<file path="config.mk">
export PLATFORM = sky130hd
export DESIGN_NAME = sar_adc_control
export DESIGN_NICKNAME = d
export VERILOG_FILES = /design/src/rtl/bit_period_gen.v /design/src/rtl/sar_adc_control.v /design/src/rtl/sar_sequencer.v
export VERILOG_INCLUDE_DIRS = /design/src /design/src/inc
export SDC_FILE = /design/constraint.sdc
export NUM_CORES = 1
export LEC_CHECK = 0
export BUFFER_PORTS_ARGS = -buffer_cell sky130_fd_sc_hd__buf_2
export CAP_MARGIN = 20
export CORE_ASPECT_RATIO = 0.5
export CORE_UTILIZATION = 57
export DETAILED_ROUTE_END_ITERATION = 16
export PLACE_DENSITY = 0.95
export SYNTH_ARGS = -nofsm -noshare
export SYNTH_HDL_FRONTEND = slang
export SYNTH_SLANG_ARGS = --single-unit
export TNS_END_PERCENT = 1
</file>
<file path="constraint.sdc">
create_clock -name CLK_SYS -period 3.35 [get_ports CLK_SYS]
set_input_delay 0.5025 -clock CLK_SYS [delete_from_list [all_inputs] [get_ports CLK_SYS]]
set_output_delay 0.5025 -clock CLK_SYS [all_outputs]
set_load 0.005 [all_outputs]
</file>
<file path="src/inc/sar_adc_control_defines.vh">
/*
  Register offsets, field positions, reset values and timing counts
  of the converter control block.
  Assumes an APB slave with byte addresses on word boundaries.
*/
`ifndef SAR_ADC_CONTROL_DEFINES_VH
`define SAR_ADC_CONTROL_DEFINES_VH

// ==========================================================
// Register byte offsets
`define OFF_CONV_CTRL 8'h00
`define OFF_RESULT_HIGH 8'h04
`define OFF_RESULT_LOW 8'h08
`define OFF_PIN_CLK_SEL 8'h0C
`define OFF_CORE_IRQ 8'h10
`define OFF_PERIPH_IE 8'h14
`define OFF_PERIPH_IF 8'h18

// ==========================================================
// Converter control fields
`define BIT_JUSTIFY 7
`define BIT_POS_REF 6
`define CHAN_MSB 4
`define CHAN_LSB 2
`define BIT_GO 1
`define BIT_ON 0

// ==========================================================
// Analog select and clock select fields
`define CLKSEL_MSB 6
`define CLKSEL_LSB 4
`define PIN_SEL_MSB 3
`define PIN_SEL_LSB 0

// ==========================================================
// Interrupt fields
`define BIT_GLOBAL_IRQ 7
`define BIT_PERIPH_IRQ 6
`define BIT_CONV_DONE 6

// ==========================================================
// Reset values
`define RST_CONV_CTRL 8'h00
`define RST_PIN_CLK_SEL 8'h0F
`define RST_IRQ 8'h00

// ==========================================================
// Timing
`define RESULT_BITS 10
`define ABORT_HOLD_PERIODS 2'd2
`define RC_CLOCK_SEL 2'b11

`endif

</file>
<file path="src/rtl/bit_period_gen.v">
/*
  Bit period strobe generator: free-running divider on the system
  clock, or edges of the internal RC clock.
  Assumes the RC clock is asynchronous to the system clock.
*/
`include "sar_adc_control_defines.vh"

module bit_period_gen (
  input wire clk,
  input wire rst_n,
  input wire [2:0] clock_select,
  input wire rc_clock,
  output reg tick
);

  reg [5:0] divider;
  reg rc_meta;
  reg rc_sync;
  reg rc_last;
  reg [5:0] mask;

  // ==========================================================
  // Division mask per select code
  always @*
  begin
    case (clock_select)
      3'b000: mask = 6'h01;
      3'b100: mask = 6'h03;
      3'b001: mask = 6'h07;
      3'b101: mask = 6'h0F;
      3'b010: mask = 6'h1F;
      3'b110: mask = 6'h3F;
      default: mask = 6'h00;
    endcase
  end

  // ==========================================================
  // Divider and RC edge detect
  always @(posedge clk or negedge rst_n)
  begin
    if (!rst_n)
    begin
      divider <= 6'h00;
      rc_meta <= 1'b0;
      rc_sync <= 1'b0;
      rc_last <= 1'b0;
      tick <= 1'b0;
    end
    else
    begin
      divider <= divider + 6'h01;
      rc_meta <= rc_clock;
      rc_sync <= rc_meta;
      rc_last <= rc_sync;
      if (clock_select[1:0] == `RC_CLOCK_SEL)
        tick <= rc_sync & ~rc_last;
      else
        tick <= ((divider & mask) == mask);
    end
  end

endmodule

</file>
<file path="src/rtl/sar_adc_control.v">
/*
  Control of a 10-bit successive approximation converter with APB
  registers, clock selection, completion flag and wake logic.
  Assumes an APB master, an analog comparator input from a pin and
  a sleep indication on the system clock.
*/
`include "sar_adc_control_defines.vh"

module sar_adc_control (
  input wire CLK_SYS,
  input wire RESET_N,
  input wire PSEL,
  input wire PENABLE,
  input wire PWRITE,
  input wire [7:0] PADDR,
  input wire [31:0] PWDATA,
  output wire [31:0] PRDATA,
  output wire PREADY,
  output wire PSLVERR,
  input wire COMP_IN,
  input wire RC_CLK_IN,
  input wire SLEEP_MODE,
  output wire [2:0] CHANNEL_SEL,
  output wire POS_REF_EXT,
  output wire [3:0] ANALOG_SELECT,
  output wire ADC_ENABLE,
  output wire SAMPLE_HOLD,
  output wire [9:0] DAC_CODE,
  output wire ADC_IRQ,
  output wire WAKE,
  output wire IRQ_VECTOR
);

  reg justify;
  reg pos_ref;
  reg [2:0] channel;
  reg go;
  reg adc_on;
  reg [2:0] clock_select;
  reg [3:0] analog_sel;
  reg global_irq_en;
  reg periph_irq_en;
  reg irq_enable;
  reg done_flag;
  reg [9:0] result;
  reg [1:0] holdoff;
  reg running;
  reg comp_meta;
  reg comp_sync;
  reg pready;
  reg pslverr;
  reg [31:0] prdata;
  reg irq;
  reg wake;
  reg vector;
  reg hold;
  reg [31:0] next_prdata;
  reg next_hit;

  wire tick;
  wire seq_busy;
  wire seq_sampling;
  wire seq_done;
  wire [9:0] seq_trial;
  wire [9:0] seq_result;
  wire wr_now;
  wire rc_sel;
  wire abort;
  wire start;

  // ==========================================================
  // Address match
  function is_addr;
    input [7:0] a;
    input [7:0] off;
    begin
      is_addr = (a == off);
    end
  endfunction

  // ==========================================================
  // Justified result byte
  function [7:0] result_byte;
    input [9:0] r;
    input right;
    input high;
    begin
      if (right)
        result_byte = high ? {6'b00_0000, r[9:8]} : r[7:0];
      else
        result_byte = high ? r[9:2] : {r[1:0], 6'b00_0000};
    end
  endfunction

  assign wr_now = PSEL & PENABLE & PWRITE & pready;
  assign rc_sel = (clock_select[1:0] == `RC_CLOCK_SEL);
  assign abort = running & (~go | ~adc_on | (SLEEP_MODE & ~rc_sel));
  assign start = go & adc_on & ~running & (holdoff == 2'd0);

  assign PRDATA = prdata;
  assign PREADY = pready;
  assign PSLVERR = pslverr;
  assign CHANNEL_SEL = channel;
  assign POS_REF_EXT = pos_ref;
  assign ANALOG_SELECT = analog_sel;
  assign ADC_ENABLE = adc_on;
  assign SAMPLE_HOLD = hold;
  assign DAC_CODE = seq_trial;
  assign ADC_IRQ = irq;
  assign WAKE = wake;
  assign IRQ_VECTOR = vector;

  // ==========================================================
  // Conversion clock and sequencer
  bit_period_gen u_bit_period (
    .clk(CLK_SYS),
    .rst_n(RESET_N),
    .clock_select(clock_select),
    .rc_clock(RC_CLK_IN),
    .tick(tick)
  );

  sar_sequencer u_sequencer (
    .clk(CLK_SYS),
    .rst_n(RESET_N),
    .start(start),
    .abort(abort),
    .tick(tick),
    .comp(comp_sync),
    .busy(seq_busy),
    .sampling(seq_sampling),
    .done(seq_done),
    .trial(seq_trial),
    .result(seq_result)
  );

  // ==========================================================
  // Read mux
  always @*
  begin
    next_prdata = 32'h0000_0000;
    next_hit = 1'b1;
    if (is_addr(PADDR, `OFF_CONV_CTRL))
      next_prdata[7:0] = {justify, pos_ref, 1'b0, channel, go, adc_on};
    else if (is_addr(PADDR, `OFF_RESULT_HIGH))
      next_prdata[7:0] = result_byte(result, justify, 1'b1);
    else if (is_addr(PADDR, `OFF_RESULT_LOW))
      next_prdata[7:0] = result_byte(result, justify, 1'b0);
    else if (is_addr(PADDR, `OFF_PIN_CLK_SEL))
      next_prdata[7:0] = {1'b0, clock_select, analog_sel};
    else if (is_addr(PADDR, `OFF_CORE_IRQ))
      next_prdata[7:0] = {global_irq_en, periph_irq_en, 6'b00_0000};
    else if (is_addr(PADDR, `OFF_PERIPH_IE))
      next_prdata[`BIT_CONV_DONE] = irq_enable;
    else if (is_addr(PADDR, `OFF_PERIPH_IF))
      next_prdata[`BIT_CONV_DONE] = done_flag;
    else
      next_hit = 1'b0;
  end

  // ==========================================================
  // APB handshake, one wait state
  always @(posedge CLK_SYS or negedge RESET_N)
  begin
    if (!RESET_N)
    begin
      pready <= 1'b0;
      pslverr <= 1'b0;
      prdata <= 32'h0000_0000;
    end
    else
    begin
      pready <= PSEL & PENABLE & ~pready;
      if (PSEL && PENABLE && !pready)
      begin
        pslverr <= ~next_hit;
        prdata <= PWRITE ? 32'h0000_0000 : next_prdata;
      end
      else
      begin
        pslverr <= 1'b0;
        prdata <= 32'h0000_0000;
      end
    end
  end

  // ==========================================================
  // Control registers
  always @(posedge CLK_SYS or negedge RESET_N)
  begin
    if (!RESET_N)
    begin
      justify <= 1'b0;
      pos_ref <= 1'b0;
      channel <= 3'b000;
      go <= 1'b0;
      adc_on <= 1'b0;
      clock_select <= 3'b000;
      analog_sel <= 4'hF;
      global_irq_en <= 1'b0;
      periph_irq_en <= 1'b0;
      irq_enable <= 1'b0;
    end
    else
    begin
      if (wr_now && is_addr(PADDR, `OFF_CONV_CTRL))
      begin
        justify <= PWDATA[`BIT_JUSTIFY];
        pos_ref <= PWDATA[`BIT_POS_REF];
        channel <= PWDATA[`CHAN_MSB:`CHAN_LSB];
        go <= PWDATA[`BIT_GO];
        adc_on <= PWDATA[`BIT_ON];
      end
      if (seq_done || (running && SLEEP_MODE && !rc_sel))
        go <= 1'b0;
      if (wr_now && is_addr(PADDR, `OFF_PIN_CLK_SEL))
      begin
        clock_select <= PWDATA[`CLKSEL_MSB:`CLKSEL_LSB];
        analog_sel <= PWDATA[`PIN_SEL_MSB:`PIN_SEL_LSB];
      end
      if (wr_now && is_addr(PADDR, `OFF_CORE_IRQ))
      begin
        global_irq_en <= PWDATA[`BIT_GLOBAL_IRQ];
        periph_irq_en <= PWDATA[`BIT_PERIPH_IRQ];
      end
      if (wr_now && is_addr(PADDR, `OFF_PERIPH_IE))
        irq_enable <= PWDATA[`BIT_CONV_DONE];
    end
  end

  // ==========================================================
  // Conversion state, result and flag
  always @(posedge CLK_SYS or negedge RESET_N)
  begin
    if (!RESET_N)
    begin
      comp_meta <= 1'b0;
      comp_sync <= 1'b0;
      running <= 1'b0;
      holdoff <= 2'd0;
      hold <= 1'b0;
      result <= 10'h000;
      done_flag <= 1'b0;
    end
    else
    begin
      comp_meta <= COMP_IN;
      comp_sync <= comp_meta;
      hold <= seq_busy & ~seq_sampling;
      if (start)
        running <= 1'b1;
      else if (seq_done || abort)
        running <= 1'b0;
      if (abort)
        holdoff <= `ABORT_HOLD_PERIODS;
      else if (tick && holdoff != 2'd0)
        holdoff <= holdoff - 2'd1;
      if (seq_done && running)
        result <= seq_result;
      // Software may write the flag; a completion in the same cycle wins
      if (wr_now && is_addr(PADDR, `OFF_PERIPH_IF))
        done_flag <= PWDATA[`BIT_CONV_DONE];
      if (seq_done)
        done_flag <= 1'b1;
    end
  end

  // ==========================================================
  // Interrupt, wake and vector requests
  always @(posedge CLK_SYS or negedge RESET_N)
  begin
    if (!RESET_N)
    begin
      irq <= 1'b0;
      wake <= 1'b0;
      vector <= 1'b0;
    end
    else
    begin
      irq <= done_flag & irq_enable;
      wake <= done_flag & irq_enable & SLEEP_MODE;
      vector <= done_flag & irq_enable & periph_irq_en & global_irq_en & ~SLEEP_MODE;
    end
  end

endmodule

</file>
<file path="src/rtl/sar_sequencer.v">
/*
  Successive approximation sequencer: one setup period, then one
  bit period per resolved bit, MSB first.
  Assumes a synchronised comparator level, high when input >= DAC.
*/
`include "sar_adc_control_defines.vh"

module sar_sequencer (
  input wire clk,
  input wire rst_n,
  input wire start,
  input wire abort,
  input wire tick,
  input wire comp,
  output reg busy,
  output reg sampling,
  output reg done,
  output reg [`RESULT_BITS-1:0] trial,
  output reg [`RESULT_BITS-1:0] result
);

  reg [`RESULT_BITS-1:0] mask;
  wire [`RESULT_BITS-1:0] decided;

  assign decided = comp ? trial : (trial & ~mask);

  // ==========================================================
  // Bit resolution
  always @(posedge clk or negedge rst_n)
  begin
    if (!rst_n)
    begin
      busy <= 1'b0;
      sampling <= 1'b0;
      done <= 1'b0;
      mask <= {`RESULT_BITS{1'b0}};
      trial <= {`RESULT_BITS{1'b0}};
      result <= {`RESULT_BITS{1'b0}};
    end
    else
    begin
      done <= 1'b0;
      if (abort)
      begin
        busy <= 1'b0;
        sampling <= 1'b0;
        mask <= {`RESULT_BITS{1'b0}};
      end
      else if (start)
      begin
        busy <= 1'b1;
        sampling <= 1'b1;
        mask <= {`RESULT_BITS{1'b0}};
        trial <= {`RESULT_BITS{1'b0}};
      end
      else if (busy && tick)
      begin
        if (sampling)
        begin
          sampling <= 1'b0;
          mask <= {1'b1, {(`RESULT_BITS-1){1'b0}}};
          trial <= {1'b1, {(`RESULT_BITS-1){1'b0}}};
        end
        else if (mask[0])
        begin
          result <= decided;
          trial <= decided;
          busy <= 1'b0;
          done <= 1'b1;
        end
        else
        begin
          trial <= decided | (mask >> 1);
          mask <= mask >> 1;
        end
      end
    end
  end

endmodule

</file>
# After elaboration in Yosys (flattened, before gate mapping)
# Index checks and enable logic that the tools add are counted.
[classes] n_reduce_logical=31 n_addsub=2 n_mux=53 n_bitwise=33 eq_ne=15
[ops] cell="10-bit 2-to-1 mux" n=10
[ops] cell="8-bit 2-to-1 mux" n=8
[ops] cell="6-bit one-hot mux with 6 select lines" n=1
[ops] cell="1-bit 2-to-1 mux" n=32
[ops] cell="8-bit by 5-bit == test with 1-bit output, second input constant" n=3
[ops] cell="1-bit bitwise AND" n=16
[ops] cell="8-bit by 4-bit == test with 1-bit output, second input constant" n=2
[ops] cell="1-bit logical AND" n=12
[ops] cell="2-bit nonzero test" n=6
[ops] cell="1-bit NOT" n=11
[ops] cell="10-bit bitwise AND" n=1
[ops] cell="10-bit NOT" n=1
[ops] cell="10-bit by 9-bit OR with 10-bit output" n=1
[ops] cell="3-bit == test, second input constant" n=3
[ops] cell="8-bit by 3-bit == test with 1-bit output, second input constant" n=1
[ops] cell="8-bit zero test" n=1
[ops] cell="6-bit by 1-bit adder with 6-bit output, second input constant" n=1
[ops] cell="6-bit bitwise AND" n=1
[ops] cell="6-bit == test" n=1
[ops] cell="3-bit nonzero test" n=2
[ops] cell="5-bit AND reduction" n=1
[ops] cell="2-bit 2-to-1 mux" n=2
[ops] cell="4-bit by 3-bit != test with 1-bit output, second input constant" n=1
[ops] cell="2-bit AND reduction" n=2
[ops] cell="11 further kinds" n=14
[totals] output_inout_bits=57 register_bits=114 word_cells=169 inputBits=48

# Logic depth before layout (Yosys ltp)
[depth] word_depth=10 ltp_mapped=9 mapped_depth_nobuf=6

# Modules after synthesis
# From an unflattened synthesis, not the netlist that was laid out.
[hier_totals] hier_cells=390 area_unflattened_um2=4335.4
[modules_own_cells] module="sar_adc_control" area_per_inst_um2=2394.8 seq_area_each_um2=1181.1 cells_each=213 n_inst=1
[modules_own_cells] module="sar_sequencer" area_per_inst_um2=1502.7 seq_area_each_um2=825.8 cells_each=142 n_inst=1
[modules_own_cells] module="bit_period_gen" area_per_inst_um2=437.9 seq_area_each_um2=250.2 cells_each=35 n_inst=1

# Least setup slack after synthesis
# OpenSTA, ideal clock, no wires.
[synth_path] path_kind="input to register" startpoint="input PADDR[3]" endpoint="register adc_on, in the netlist ADC_ENABLE" path_stages=5 n_path_buf=2 t_arrival_ps=1980 setup_time_ps=125 path_slack_ps=1245 path_cell_list="buf_6 > or4_1 > buf_2 > nor4_4 > mux2_2"
[synth_via] elab_chain_cells=2
[synth_lines] item="start: declaration" line="sar_adc_control.v:15" rtl="input wire [7:0] PADDR,"
[synth_lines] item="8-bit zero test" line="sar_adc_control.v:77" rtl="is_addr = (a == off);"
[synth_lines] item="1-bit logical AND" line="sar_adc_control.v:206" rtl="if (wr_now && is_addr(PADDR, `OFF_CONV_CTRL))"
[synth_lines] item="end signal: assignment" line="sar_adc_control.v:212" rtl="adc_on <= PWDATA[`BIT_ON];"
[synth_lines] item="end: declaration" line="sar_adc_control.v:38" rtl="reg adc_on;"
# Every way passes these cells.
# A chain may end at the register's enable or synchronous reset.

# Worst setup path in the final report
[layout_path] startpoint="register holdoff[0]" endpoint="register u_sequencer.trial[4]"
[layout_via] elab_chain_cells=4 word_cells_on_any_way=5
[layout_lines] item="start: declaration" line="sar_adc_control.v:46" rtl="reg [1:0] holdoff;"
[layout_lines] item="start signal: assignment" line="sar_adc_control.v:255" rtl="holdoff <= `ABORT_HOLD_PERIODS;"
[layout_lines] item="start signal: assignment" line="sar_adc_control.v:257" rtl="holdoff <= holdoff - 2'd1;"
[layout_lines] item="2-bit zero test *" line="sar_adc_control.v:98" rtl="assign start = go & adc_on & ~running & (holdoff == 2'd0);"
[layout_lines] item="1-bit bitwise AND *" line="sar_adc_control.v:98"
[layout_lines] item="2-bit nonzero test (no source line)"
[layout_lines] item="2-bit AND reduction (no source line)"
[layout_lines] item="end signal: assignment" line="sar_sequencer.v:37" rtl="trial <= {`RESULT_BITS{1'b0}};"
[layout_lines] item="end signal: assignment" line="sar_sequencer.v:54" rtl="trial <= {`RESULT_BITS{1'b0}};"
[layout_lines] item="end signal: assignment" line="sar_sequencer.v:62" rtl="trial <= {1'b1, {(`RESULT_BITS-1){1'b0}}};"
[layout_lines] item="end: declaration" line="sar_sequencer.v:18" rtl="output reg [`RESULT_BITS-1:0] trial,"
# Every way passes the cells marked *; elsewhere a longest branch is shown, timed or not.

==> key figures <==
Logic synthesis
  • Sequential-to-total area share from yosys stat: 53.0%
  • Post-synth ARST share: 100%
  • Synth Warn #: 0
  • Yosys cell types: 56
  • Yosys top cell by area: dfrtp_1
  • Top post-synthesis cells by area: dfrtp_1 (51%), mux2_2 (4.5%), buf_4 (4.2%)
  • Yosys top cell area share: 50.5%
  • Avg Inst Size Synth: 10.8 um2
  • Mapped Area: 4260 um2
  • Post-synthesis cell count: 393
  • Flops & latches, synth: 90
  • Post-synth EDFFs: 0
  • Main synth FF type: dfrtp_1

Timing
  • Fmax: 0.397 GHz
  • Fin crit share: 75.3%
  • Minimum clock period: 2520 ps
  • Final setup skew: 7.84 ps
  • Setup slack after layout: 829 ps
  • TNS Setup: 0 ps
  • Endpoints failing setup: 0
  • Rel. slew slack: 49.8%
  • Fin. max-slew vios: 0
  • RSZ-0062 raised after global routing: false
  • Final hold violation count: 0
  • Worst-margin pin slew: 750 ps

Worst setup path
  • Critical path arrival: 2800 ps
  • Critical path required time: 3630 ps
  • Critical path fanouts, max: 16
  • WS Path Type: register to register
  • CP max stage cell: and4_1
  • Critical-path cell list: inv_1 > ha_1 > and4b_1 > nor2_1 > and4_1 > a22o_1
  • CP Launch Type: register
  • Crit-path max cell delay: 650 ps
  • Crit. End Element: register

GRT
  • GRT Total Usage: 27.2%
  • First-pass GRT wire length: 16,300 um
  • Largest net degree at the start of global routing: 47
  • Gr ovfl total: 0
  • Antenna violations before repair: 0
  • Vias in the first global route: 3,192

Finish
  • Number of diodes: 0
  • P&R area growth vs syn: 13.2%
  • Post-layout util: 69.5%
  • Non-filler instance count after layout: 544
  • Fraction of layout cells with a size suffix above 1: 23.0%
  • Layout Nets: 502

Drt
  • Final WL: 10,000 um
  • Per-cell routed wire length: 18.4 um
  • Starting DRT DRC Count: 373
  • Vias: 3,330
  • 1st-pass router iterations: 5
  • Vias/cell: 6.12
  • DRC: 0
  • DRT antenna net count: 0

Placement
  • Dpl ws: 822 ps
  • Routability cong.: 0.887
  • Count of input and output buffers: 56
  • Placed Cells: 528
  • DP HPWL: 6600 um

Floorplan
  • Rows: 21
  • Die area: 7840 um2
  • Die Span Y: 63.1 um
  • Core box area: 6940 um2
  • Die X: 124 um
  • Initial Utilization: 61.4%
  • Num ports: 105

CTS
  • # resized after CTS: 0
  • Clk sinks: 90
  • Root Driver: clkbuf_16
  • Post-CTS Setup Inserts: 0
  • Clock Tree Buf Depth: 2
  • Worst-path clk slew: 60 ps
  • # hold bufs at CTS: 0
  • H-tree Lvls: 3
  • Worst skew pair latency: 350 ps
  • CTS Buf Count: 9
  • TritonCTS clock tree: done

Pwr
  • Maximum VDD drop: 0.251 mV
  • Final Power: 2.25 mW
  • Leak: 2.28 nW
  • Power Dens Cells: 466 nW/um2

Status
  • Status: completed

Hold path
  • Hold WC Path Type: input port to async pin

Job
  • Max-Cap Viols: 0
[layout make-up]
cell class / count / area, um2
repair buffers: 60 / 313
clock buffers: 10 / 229
inverters: 20 / 75.1
clock inverters: 6 / 65.1
fillers: 469 / 2120
multi-input cells: 266 / 1770
flip-flops and latches: 90 / 2260
well taps: 92 / 115
[state kept, by name, indices dropped and copies added, names as in the netlist, 2 cells and up]
| name | count |
|---|---|
| clock_select | 3 |
| u_sequencer.trial | 10 |
| u_sequencer.mask | 10 |
| holdoff | 2 |
| CHANNEL_SEL | 3 |
| u_sequencer.result | 10 |
| result | 10 |
| PRDATA | 8 |
| u_bit_period.divider | 6 |
| ANALOG_SELECT | 4 |
[worst paths after layout]
| path | from | end | depth (start not counted) | slack, ps |
|---|---|---|---|---|
| setup / recovery | holdoff[0]$_DFFE_PN0P_ | u_sequencer.trial[4]$_DFFE_PN0P_ | 6 | 830 |
| hold / removal | RESET_N | comp_sync$_DFF_PN0_ | 1 | 150 |
| setup reg to reg | holdoff[0]$_DFFE_PN0P_ | u_sequencer.trial[4]$_DFFE_PN0P_ | 6 | 830 |
| hold reg to reg | comp_meta$_DFF_PN0_ | comp_sync$_DFF_PN0_ | 0 | 350 |
| max in group asynchronous | RESET_N | PREADY$_DFF_PN0_ | 2 | 2470 |
| min in group CLK_SYS | COMP_IN | comp_meta$_DFF_PN0_ | 1 | 260 |
[report_power, final]
group | switching [mW] | internal, mW | total, mW
Combinational | 0.0850 | 0.0430 | 0.128
Sequential | 0.0110 | 1.10 | 1.12
Clock | 0.424 | 0.579 | 1.00
Total | 0.520 | 1.73 | 2.25
[kinds of logic (layout without fill, tap and decap cells)]
kind of cell / after synthesis / count (layout) / synth area share [%]
and+or+nand+nor: 108 / 108 / 13.3
AOI/OAI and AO/OA: 93 / 93 / 15.6
DFF: 90 / 90 / 53.0
buffers and inverters: 60 / 96 / 7.67
muxes: 29 / 29 / 7.32
adders and majority gates: 7 / 7 / 2.06
xor gates and xnor gates: 5 / 5 / 1.03
other: 1 / 24 / 0.0881
[Yosys cell counts (3+ instances only)]
cell type   n
nor2_1     16
a311oi_1    3
buf_4      24
nand2b_1    4
inv_1      19
o211ai_1    3
xnor2_1     3
mux2i_1    12
a31o_2      3
a21boi_0    5
o21ai_0    26
a211o_1     8
a22o_1     17
nor2b_1    10
clkbuf_1   11
nor4_1      4
ha_1        7
a21oi_1     7
nor3_1      6
a211oi_1    4
nand2_1    38
buf_2       3
mux2_2     17
a22oi_1     4
nand4_1     3
dfrtp_1    86
nand3_1     9
dfstp_2     4
[metrics by stage]
step           hold WS, ps  cell area [um2]
2_1_floorplan          207             4340
3_3_place_gp           333             4530
3_5_place_dp           336             4530
4_1_cts                160             4820
5_1_grt                193             4820
6_report               147             4820
[cell usage in the layout (no fill, tap or decap), types with 5 or more instances in the layout]
cell type / Yosys / routed
buf_4: 24 / 5
a21boi_0: 5 / 5
a21oi_1: 7 / 7
buf_2: 3 / 55
clkbuf_16: 0 / 9
nand3_1: 9 / 9
mux2_2: 17 / 17
mux2i_1: 12 / 12
nor3_1: 6 / 6
ha_1: 7 / 7
nor2_1: 16 / 16
inv_1: 19 / 19
conb_1: 1 / 24
dfrtp_1: 86 / 86
o21ai_0: 26 / 26
a211o_1: 8 / 8
nand2_1: 38 / 38
nor2b_1: 10 / 10
a22o_1: 17 / 17
[routing by layer]
metal / wire length, um / GRT usage [%]
met5: 0 / 0
met1: 4180 / 35.2
met3: 820 / 7.90
met2: 4740 / 43.7
met4: 287 / 10.4
[critical path: cells and delay by family, from the launching register on]
family	cells	cell delay, ps
AO/OA/AOI/OAI	1	250
adder cells (fa/ha/maj)	1	210
AND/OR/NAND/NOR	3	1570
flip-flops	1	350
buffers and inverters	1	70
(Power assumes the default switching activity.)
